### src/msi_pkg.sv
// Constants shared by the modem status input logic.
// Notes on behaviour
// - While the master reset is active every register is cleared, except the modem pin, strobe, receive line and change-flag history stages, which reset high.
// - Status bit 4 always reads as the inverse of the clear_to_send_n level.
// - Bit 0 is set when clear_to_send_n has changed since the last status read.
// - A clear-to-send change raises the channel interrupt when modem interrupts are enabled.
// - Status bit 5 always reads as the inverse of the data_set_ready_n level.
// - Bit 1 is set when data_set_ready_n has changed since the last status read.
// - A data-set-ready change raises the channel interrupt when modem interrupts are enabled.
// - Status bit 7 always reads as the inverse of the line_signal_detect_n level.
// - Bit 3 is set when line_signal_detect_n has changed since the last status read.
// - The line detect input is status only and never gates the receive line.
// - A line-detect change raises the channel interrupt when modem interrupts are enabled.
// - Status bit 6 always reads as the inverse of the phone_ringing_n level.
// - Bit 2 is set only by a low-to-high change of phone_ringing_n since the last read.
// - Only that low-to-high ringing change raises the interrupt, when enabled.
package msi_pkg;
   // ----------------------------------------------------------------
   // Register addresses
   // ----------------------------------------------------------------
   localparam logic [2:0] MSI_ADDR_INT_ENABLE = 3'h1;
   localparam logic [2:0] MSI_ADDR_MODEM_STATUS = 3'h6;
   // ----------------------------------------------------------------
   // Field positions
   // ----------------------------------------------------------------
   localparam int MSI_BIT_CTS_DELTA = 0;
   localparam int MSI_BIT_DSR_DELTA = 1;
   localparam int MSI_BIT_RING_EDGE = 2;
   localparam int MSI_BIT_LSD_DELTA = 3;
   localparam int MSI_BIT_CTS = 4;
   localparam int MSI_BIT_DSR = 5;
   localparam int MSI_BIT_RING = 6;
   localparam int MSI_BIT_LSD = 7;
   localparam int MSI_BIT_IE_MODEM = 3;
   // ----------------------------------------------------------------
   // Widths and reset values
   // ----------------------------------------------------------------
   localparam int MSI_DATA_W = 8;
   localparam int MSI_ADDR_W = 3;
   localparam int MSI_IE_W = 4;
   localparam logic [MSI_IE_W-1:0] MSI_IE_RESET = 4'h0;
   localparam logic [MSI_DATA_W-1:0] MSI_DATA_RESET = 8'h00;
   localparam logic [MSI_DATA_W-1:0] MSI_READ_ZERO = 8'h00;
endpackage

### src/msi_top.sv
// Modem status inputs of one serial channel with its register access.
module msi_top
   import msi_pkg::*;
(
   // Clock, reset, enable
   input wire logic SYS_CLK,
   input wire logic SYS_RST,
   input wire logic CLK_EN,
   // Processor bus pins
   input wire logic CS_N,
   input wire logic IOR_N,
   input wire logic IOW_N,
   input wire logic [MSI_ADDR_W-1:0] ADDR,
   input wire logic [MSI_DATA_W-1:0] DATA_IN,
   output logic [MSI_DATA_W-1:0] DATA_OUT,
   output logic DATA_OE,
   // Modem handshake pins
   input wire logic CLEAR_TO_SEND_N,
   input wire logic DATA_SET_READY_N,
   input wire logic LINE_SIGNAL_DETECT_N,
   input wire logic PHONE_RINGING_N,
   // Serial receive line
   input wire logic RX_LINE,
   output logic RX_LINE_SYNC,
   // Interrupt
   output logic INT
);
   // ----------------------------------------------------------------
   // Pin synchronisers
   // ----------------------------------------------------------------
   logic [3:0] modem_n;
   logic [2:0] strobe_n;
   logic [MSI_ADDR_W-1:0] addr_s;
   logic [MSI_DATA_W-1:0] data_s;
   logic rx_s;

   msi_sync #(.WIDTH(4), .RESET_VAL(4'hf)) u_sync_modem (
      .clk(SYS_CLK),
      .rst(SYS_RST),
      .ce(CLK_EN),
      .d({LINE_SIGNAL_DETECT_N, PHONE_RINGING_N, DATA_SET_READY_N, CLEAR_TO_SEND_N}),
      .q(modem_n)
   );

   msi_sync #(.WIDTH(3), .RESET_VAL(3'h7)) u_sync_strobe (
      .clk(SYS_CLK),
      .rst(SYS_RST),
      .ce(CLK_EN),
      .d({CS_N, IOW_N, IOR_N}),
      .q(strobe_n)
   );

   // Receive line flushes to idle high, so no false start bit
   localparam logic [MSI_ADDR_W+MSI_DATA_W:0] BUS_SYNC_RESET =
      {{(MSI_ADDR_W + MSI_DATA_W){1'b0}}, 1'b1};

   msi_sync #(.WIDTH(MSI_ADDR_W + MSI_DATA_W + 1), .RESET_VAL(BUS_SYNC_RESET)) u_sync_bus (
      .clk(SYS_CLK),
      .rst(SYS_RST),
      .ce(CLK_EN),
      .d({ADDR, DATA_IN, RX_LINE}),
      .q({addr_s, data_s, rx_s})
   );

   logic cts_n_s;
   logic dsr_n_s;
   logic ring_n_s;
   logic lsd_n_s;

   assign cts_n_s = modem_n[0];
   assign dsr_n_s = modem_n[1];
   assign ring_n_s = modem_n[2];
   assign lsd_n_s = modem_n[3];

   // Strobes by name
   logic cs_n_s;
   logic iow_n_s;
   logic ior_n_s;

   assign cs_n_s = strobe_n[2];
   assign iow_n_s = strobe_n[1];
   assign ior_n_s = strobe_n[0];

   // ----------------------------------------------------------------
   // Decode helpers
   // ----------------------------------------------------------------
   // Strobe seen only while the chip is selected
   function automatic logic strobe_on(
      input logic sel_n,
      input logic str_n
   );
      return ~sel_n & ~str_n;
   endfunction

   function automatic logic addr_hit(
      input logic [MSI_ADDR_W-1:0] a,
      input logic [MSI_ADDR_W-1:0] target
   );
      return a == target;
   endfunction

   // ----------------------------------------------------------------
   // Bus strobe edges
   // ----------------------------------------------------------------
   logic rd_active;
   logic wr_active;
   logic rd_active_reg;
   logic wr_active_reg;
   logic rd_start;
   logic rd_end;
   logic wr_end;
   logic [MSI_ADDR_W-1:0] rd_addr_reg;
   logic [MSI_ADDR_W-1:0] wr_addr_reg;
   logic [MSI_DATA_W-1:0] wr_data_reg;

   // Synced strobe levels and their edges
   assign rd_active = strobe_on(cs_n_s, ior_n_s);
   assign wr_active = strobe_on(cs_n_s, iow_n_s);
   assign rd_start = rd_active & ~rd_active_reg;
   assign rd_end = rd_active_reg & ~rd_active;
   assign wr_end = wr_active_reg & ~wr_active;

   always_ff @(posedge SYS_CLK) begin
      if (SYS_RST) begin
         rd_active_reg <= 1'b0;
         wr_active_reg <= 1'b0;
      end else if (CLK_EN) begin
         rd_active_reg <= rd_active;
         wr_active_reg <= wr_active;
      end
   end

   // Address held from the start of a read to its end
   always_ff @(posedge SYS_CLK) begin
      if (SYS_RST) begin
         rd_addr_reg <= '0;
      end else if (CLK_EN && rd_start) begin
         rd_addr_reg <= addr_s;
      end
   end

   // Write data and address tracked while the strobe is low
   always_ff @(posedge SYS_CLK) begin
      if (SYS_RST) begin
         wr_addr_reg <= '0;
         wr_data_reg <= MSI_DATA_RESET;
      end else if (CLK_EN && wr_active) begin
         wr_addr_reg <= addr_s;
         wr_data_reg <= data_s;
      end
   end

   // ----------------------------------------------------------------
   // Change flags
   // ----------------------------------------------------------------
   logic clear_flags;
   logic cts_delta;
   logic dsr_delta;
   logic lsd_delta;
   logic ring_edge;

   // Flags clear once the status read completes
   assign clear_flags = rd_end && addr_hit(rd_addr_reg, MSI_ADDR_MODEM_STATUS);

   // Only flags the read returned are cleared, so a change seen mid-read stays
   logic clear_cts;
   logic clear_dsr;
   logic clear_lsd;
   logic clear_ring;

   assign clear_cts = clear_flags & DATA_OUT[MSI_BIT_CTS_DELTA];
   assign clear_dsr = clear_flags & DATA_OUT[MSI_BIT_DSR_DELTA];
   assign clear_lsd = clear_flags & DATA_OUT[MSI_BIT_LSD_DELTA];
   assign clear_ring = clear_flags & DATA_OUT[MSI_BIT_RING_EDGE];

   msi_change_flag #(.RISE_ONLY(1'b0)) u_cts_flag (
      .clk(SYS_CLK),
      .rst(SYS_RST),
      .ce(CLK_EN),
      .level(cts_n_s),
      .clear(clear_cts),
      .flag(cts_delta)
   );

   msi_change_flag #(.RISE_ONLY(1'b0)) u_dsr_flag (
      .clk(SYS_CLK),
      .rst(SYS_RST),
      .ce(CLK_EN),
      .level(dsr_n_s),
      .clear(clear_dsr),
      .flag(dsr_delta)
   );

   msi_change_flag #(.RISE_ONLY(1'b0)) u_lsd_flag (
      .clk(SYS_CLK),
      .rst(SYS_RST),
      .ce(CLK_EN),
      .level(lsd_n_s),
      .clear(clear_lsd),
      .flag(lsd_delta)
   );

   msi_change_flag #(.RISE_ONLY(1'b1)) u_ring_flag (
      .clk(SYS_CLK),
      .rst(SYS_RST),
      .ce(CLK_EN),
      .level(ring_n_s),
      .clear(clear_ring),
      .flag(ring_edge)
   );

   // ----------------------------------------------------------------
   // Interrupt enable register
   // ----------------------------------------------------------------
   logic [MSI_IE_W-1:0] int_enable_reg;

   always_ff @(posedge SYS_CLK) begin
      if (SYS_RST) begin
         int_enable_reg <= MSI_IE_RESET;
      end else if (CLK_EN && wr_end && addr_hit(wr_addr_reg, MSI_ADDR_INT_ENABLE)) begin
         int_enable_reg <= wr_data_reg[MSI_IE_W-1:0];
      end
   end

   // ----------------------------------------------------------------
   // Status word
   // ----------------------------------------------------------------
   logic [MSI_DATA_W-1:0] modem_status;

   always_comb begin
      modem_status = MSI_READ_ZERO;
      modem_status[MSI_BIT_CTS_DELTA] = cts_delta;
      modem_status[MSI_BIT_DSR_DELTA] = dsr_delta;
      modem_status[MSI_BIT_RING_EDGE] = ring_edge;
      modem_status[MSI_BIT_LSD_DELTA] = lsd_delta;
      modem_status[MSI_BIT_CTS] = ~cts_n_s;
      modem_status[MSI_BIT_DSR] = ~dsr_n_s;
      modem_status[MSI_BIT_RING] = ~ring_n_s;
      modem_status[MSI_BIT_LSD] = ~lsd_n_s;
   end

   function automatic logic [MSI_DATA_W-1:0] read_mux(
      input logic [MSI_ADDR_W-1:0] a,
      input logic [MSI_DATA_W-1:0] status,
      input logic [MSI_IE_W-1:0] ie
   );
      logic [MSI_DATA_W-1:0] r;
      r = MSI_READ_ZERO;
      if (addr_hit(a, MSI_ADDR_MODEM_STATUS)) begin
         r = status;
      end else if (addr_hit(a, MSI_ADDR_INT_ENABLE)) begin
         r[MSI_IE_W-1:0] = ie;
      end
      return r;
   endfunction

   // ----------------------------------------------------------------
   // Read data and bus drive
   // ----------------------------------------------------------------
   // Data captured at read start so the cleared flags never show mid-read
   always_ff @(posedge SYS_CLK) begin
      if (SYS_RST) begin
         DATA_OUT <= MSI_DATA_RESET;
      end else if (CLK_EN && rd_start) begin
         DATA_OUT <= read_mux(addr_s, modem_status, int_enable_reg);
      end
   end

   always_ff @(posedge SYS_CLK) begin
      if (SYS_RST) begin
         DATA_OE <= 1'b0;
      end else if (CLK_EN) begin
         DATA_OE <= rd_active;
      end
   end

   // ----------------------------------------------------------------
   // Interrupt output
   // ----------------------------------------------------------------
   logic any_change;

   assign any_change = cts_delta | dsr_delta | lsd_delta | ring_edge;

   // Follows the flags one cycle later

   always_ff @(posedge SYS_CLK) begin
      if (SYS_RST) begin
         INT <= 1'b0;
      end else if (CLK_EN) begin
         INT <= int_enable_reg[MSI_BIT_IE_MODEM] & any_change;
      end
   end

   // ----------------------------------------------------------------
   // Receive line passes straight on
   // ----------------------------------------------------------------
   always_ff @(posedge SYS_CLK) begin
      if (SYS_RST) begin
         RX_LINE_SYNC <= 1'b1;
      end else if (CLK_EN) begin
         RX_LINE_SYNC <= rx_s;
      end
   end
endmodule

### src/msi_sync.sv
// Two-stage synchroniser for a group of pin inputs.
module msi_sync #(
   parameter int WIDTH = 1,
   parameter logic [WIDTH-1:0] RESET_VAL = '0
) (
   // Clock and control
   input wire logic clk,
   input wire logic rst,
   input wire logic ce,
   // Data
   input wire logic [WIDTH-1:0] d,
   output logic [WIDTH-1:0] q
);
   logic [WIDTH-1:0] meta_reg;

   always_ff @(posedge clk) begin
      if (rst) begin
         meta_reg <= RESET_VAL;
         q <= RESET_VAL;
      end else if (ce) begin
         meta_reg <= d;
         q <= meta_reg;
      end
   end
endmodule

### src/msi_change_flag.sv
// Sticky change flag for one synchronised modem input.
module msi_change_flag #(
   parameter bit RISE_ONLY = 1'b0
) (
   // Clock and control
   input wire logic clk,
   input wire logic rst,
   input wire logic ce,
   // Input level and clear
   input wire logic level,
   input wire logic clear,
   // Flag
   output logic flag
);
   logic prev_reg;
   logic event_now;

   // Inactive pins sit high, so history starts high
   assign event_now = RISE_ONLY ? (level & ~prev_reg) : (level ^ prev_reg);

   always_ff @(posedge clk) begin
      if (rst) begin
         prev_reg <= 1'b1;
      end else if (ce) begin
         prev_reg <= level;
      end
   end

   // Set wins over a clear in the same cycle
   always_ff @(posedge clk) begin
      if (rst) begin
         flag <= 1'b0;
      end else if (ce) begin
         if (event_now) begin
            flag <= 1'b1;
         end else if (clear) begin
            flag <= 1'b0;
         end
      end
   end
endmodule

### config.mk
export PLATFORM = sky130hd
export DESIGN_NAME = msi_top
export DESIGN_NICKNAME = d
export VERILOG_FILES = /design/src/msi_pkg.sv /design/src/msi_top.sv /design/src/msi_sync.sv /design/src/msi_change_flag.sv
export SDC_FILE = /design/constraint.sdc
export NUM_CORES = 1
export LEC_CHECK = 0
export BUFFER_PORTS_ARGS = -buffer_cell sky130_fd_sc_hd__buf_2
export CELL_PAD_IN_SITES_DETAIL_PLACEMENT = 1
export CELL_PAD_IN_SITES_GLOBAL_PLACEMENT = 1
export CORE_MARGIN = 10
export CORE_UTILIZATION = 47
export DETAILED_ROUTE_END_ITERATION = 12
export GPL_TIMING_DRIVEN = 0
export PLACE_DENSITY_LB_ADDON = 0.1
export SLEW_MARGIN = 20
export SYNTH_ARGS = -nofsm -noshare
export SYNTH_HDL_FRONTEND = slang
export SYNTH_SLANG_ARGS = --single-unit
### constraint.sdc
create_clock -name SYS_CLK -period 3.9 [get_ports SYS_CLK]
set_input_delay 0.78 -clock SYS_CLK [delete_from_list [all_inputs] [get_ports SYS_CLK]]
set_output_delay 0.78 -clock SYS_CLK [all_outputs]
set_load 0.03 [all_outputs]
# Word-level counts from Yosys, hierarchy flattened
# Index checks and enable logic that the tools add are counted.
[op_classes]
shift = 0
n_eq_ne = 4
magnitude_cmp = 0
addsub = 0
n_mul = 0
muxes = 11
reduce_logical = 13
div = 0
bitwise_logic = 28
[op_table]
columns = ["cell", "count"]
rows = [
  ["4-bit 2-to-1 mux", 3],
  ["1-bit AND", 11],
  ["1-bit inverter", 11],
  ["1-bit 2-to-1 mux", 8],
  ["2-bit AND reduction", 4],
  ["2-bit nonzero test", 4],
  ["3-bit by 1-bit equality test with 1-bit output, second input constant", 2],
  ["3-bit equality test, second input constant", 2],
  ["1-bit logical AND", 5],
  ["1-bit bitwise OR", 3],
  ["1-bit bitwise XOR", 3],
]
[word_totals]
out_inout_bits = 11
latchBits = 0
mem_bits_rw = 0
mem_bits_ro = 0
regBits = 72
mem_count = 0
word_cells = 79
in_bits = 22

# Logic depth before layout (Yosys ltp)
[logic_depth]
word_depth = 8
mapped_depth = 5
ltp_nobuf = 3

# Cells and area by module
# From an unflattened synthesis, not the netlist that was laid out.
[unflattened]
hier_cells = 272
hier_area_um2 = 2836.5
[by_module_without_submodules]
columns = ["module", "area_each_um2", "seq_area_each_um2", "n_inst", "cells_per_inst"]
rows = [
  ["msi_top", 1091.0, 520.5, 1, 119],
  ["msi_sync at u_sync_bus", 873.3, 480.5, 1, 77],
  ["msi_sync at u_sync_modem", 302.8, 160.2, 1, 26],
  ["msi_change_flag at u_cts_flag ...", 86.3, 40.0, 3, 8],
  ["msi_sync at u_sync_strobe", 232.7, 120.1, 1, 19],
  ["msi_change_flag at u_ring_flag", 77.6, 40.0, 1, 7],
]

# Worst setup path before layout
# No wires, ideal clock.
[synth_path]
kind = "input-to-reg"
startpoint = "input port CLK_EN"
endpoint = "register DATA_OUT[1]"
setup_time_ps = 123
arrival_ps = 1848
path_stages = 5
path_slack_ps = 1929
required_ps = 3777
n_path_buf = 2
path_cell_list = "buf_4 > or4b_4 > clkbuf_1 > a221oi_1 > nor2_1"
[synth_between]
elab_chain_len = 1
[synth_rtl]
columns = ["element", "line_no", "source"]
rows = [
  ["from (decl)", "msi_top.sv:8", "input wire logic CLK_EN,"],
  ["1-bit logical AND", "msi_top.sv:264", "end else if (CLK_EN && rd_start) begin"],
  ["to (signal assigned)", "msi_top.sv:265", "DATA_OUT <= read_mux(addr_s, modem_status, int_enable_reg);"],
  ["to (decl)", "msi_top.sv:15", "output logic [MSI_DATA_W-1:0] DATA_OUT,"],
]
# No other way between the ends.
# A chain may end at the register's enable or synchronous reset.

# Worst setup path after layout
# Ends and elaborated chain as after synthesis.

==> out/results.tsv <==
metric	value	unit
final design area excluding fillers	0.002865	mm2
initial antenna violation count	0	
RSZ-0062 raised after global routing	no	
CP Cell Sequence	buf_4 -> or4b_4 -> clkbuf_1 -> a221oi_1 -> nor2_1	
Final Slew Violations	0	
core footprint	0.005042	mm2
TritonCTS buffer count	9	
final worst-path cycle share	48.20	%
worst skew pair latency	0.34	ns
Buffers & Inverters on Critical Path	2	
Worst-Margin Slew	0.6732	ns
Post-Syn Area	0.002424	mm2
Final nets	304	
Pint	0.001080	W
DRC violations left	0	
fraction of layout cells with a size suffix above 1	17.42	%
Critical Path AT	2.10	ns
Vias	1867	
drt wl/cell	15.86	um
clock power share	44.0	%
First-pass DRT Iterations	4	
Final setup viols	0	
remaining antenna violation count	0	
switching pwr	0.0003077	W
slowest stage delay, CP	0.53	ns
Leak Pwr	1.203	nW
largest area contributor in the netlist	dfxtp_1	
most frequent cells in the layout	dfxtp_1, mux2i_1, nand2_1, buf_2, nor2_1	
die footprint	0.008429	mm2
synthesized flop and latch total	64	
I/O Buffers	26	
Mapped Cells	245	
WP data required	4.12	ns
switching portion of total power	22.17	%
relative slew slack	54.74	%
share of the yosys chip area belonging to registers	52.87	%
Starting DRT DRC Count	58	
Synth Net Count	267	
Sequential Power Share	50.2	%
vias in the first global route	1955	
Worst Hold Class	reg2reg	
Ports	33	
status	finished, final reports clean	
CTS Sinks	64	
via-per-instance ratio	5.230	
synth unique cells	29	
All-Layer GR Usage	14.53	%
post-cts sizing count	0	
CP delay by family, top	simple AND/OR/NAND/NOR gates	
fillers	593	
Final Critical Period	1.880	ns
first-pass GRT wire length	9.756	mm
largest net degree at the start of global routing	11	
Die H	91.81	um
main area contributors after synthesis	dfxtp_1, mux2i_1, nand2_1, nor2_1, a21oi_1	
WHS	0.4525	ns
Crit Path Class	in2reg	
Setup TNS Final	0	ns
CP max stage cell	or4b_4	
antenna cell count	0	
TritonCTS clock tree	yes	
part of the power in combinational logic	5.9	%
FP Rows	26	
clk_skew	0.005364	ns
CP Launch Type	input pin	
commonest non-fill, non-tap cell in the layout	dfxtp_1	
maximum root-to-sink buffer count	2	
final hold violations	0	
Cell Pwr Density	484.3	mW/mm2
H-Tree Depth	3	
fmax	531.9	MHz
DPL Wire Length	4.001	mm
worst vdd ir	0.3218	mV
CP Capture Type	flip-flop	
Placed Area	0.002641	mm2
top-area cell type share of the netlist area	52.87	%
area grow syn2layout	18.22	%
root buffer cell	clkbuf_8	
Hold Buf Count CTS	0	
Die Wd	91.81	um
final WL	5.663	mm
final core utilization	56.82	%
synth warn	0	
Reg clk slew, reported paths	0.07	ns
Avg Inst Size Synth	9.892	um2
gpl congestion	0.8049	
Max Cap Viol	0	
grt ovf	0	
Initial Utilization	48.06	%
Post CTS Setup Buffer Count	0	
CP max FO	10	
-- Yosys cell counts --
| cell | instances |
|---|---|
| inv_1 | 2 |
| dfxtp_1 | 64 |
| nor2b_1 | 1 |
| or4b_4 | 1 |
| nor3_1 | 2 |
| buf_1 | 2 |
| buf_2 | 5 |
| nor4b_1 | 1 |
| o211a_1 | 1 |
| nand3_1 | 1 |
| a221oi_1 | 4 |
| a31oi_1 | 1 |
| a2bb2oi_1 | 3 |
| o21ai_0 | 7 |
| or3_1 | 4 |
| nand2_1 | 41 |
| a21oi_1 | 8 |
| nor2_1 | 27 |
| xor2_1 | 3 |
| mux2i_1 | 47 |
| nor3b_1 | 2 |
| nand3b_1 | 3 |
| clkbuf_1 | 6 |
| nor4_2 | 1 |
| and3b_1 | 1 |
| a21o_1 | 1 |
| buf_4 | 1 |
| or4_1 | 1 |
| nand2b_1 | 4 |
-- metal layers --
metal | part of all wire (%) | track usage, %
met4 | 2.3 | 8.098
met3 | 3.5 | 3.504
met5 | 0 | 0
met2 | 47 | 23.10
met1 | 48 | 17.66
-- power by group through the flow --
stage                     Sequential [W]  Combinational (W)  Clock [W]
after floorplan                 0.000704          0.0000596          0
after global placement          0.000709          0.0000792          0
final                           0.000696          0.0000816   0.000610
after global routing            0.000700          0.0000924   0.000650
after detailed placement        0.000711          0.0000820          0
after CTS                       0.000696          0.0000832   0.000623
-- layout make-up --
type	instances	area [um2]	area share (%)
Multi-Input combinational cell	165	1079	37.64
Timing Repair Buffer	26	130.1	4.541
Inverter	2	7.507	0.2620
Tap cell	70	87.58	3.057
Clock inverter	2	35.03	1.223
Buffer	14	62.56	2.183
Clock buffer	14	182.7	6.376
Sequential cell	64	1281	44.72
-- through the flow --
step	std cells	setup slack, ns	total power, W
6_report	357	2.020	0.001388
3_3_place_gp	341	1.699	0.0007886
4_1_cts	357	1.932	0.001402
3_5_place_dp	341	1.686	0.0007927
5_1_grt	357	1.910	0.001442
2_1_floorplan	245	1.929	0.0007640
-- cell families after synthesis --
family,Yosys count,synth area share [%]
compound gates,25,6.608
xor+xnor,3,1.084
flops,64,52.87
mux,47,19.41
simple gates,90,17.14
buf+inv,16,2.891
-- path summary, 6_finish.rpt --
check,start,to,slack [ns],cells past startpoint
min,DATA_OUT[6]$_SDFFE_PP0P_,DATA_OUT[6]$_SDFFE_PP0P_,0.45,2
max reg2reg,u_sync_strobe.q[0]$_SDFFE_PP1P_,DATA_OUT[1]$_SDFFE_PP0P_,2.18,4
min reg2reg,DATA_OUT[6]$_SDFFE_PP0P_,DATA_OUT[6]$_SDFFE_PP0P_,0.45,2
max,CLK_EN,DATA_OUT[1]$_SDFFE_PP0P_,2.02,5
-- worst min-delay path, cell delays in order, from the launching register on --
cell and delay, ns:
dfxtp_1 0.31, nand2_1 0.05, a21oi_1 0.05
Power figures use the tool's default switching activity.
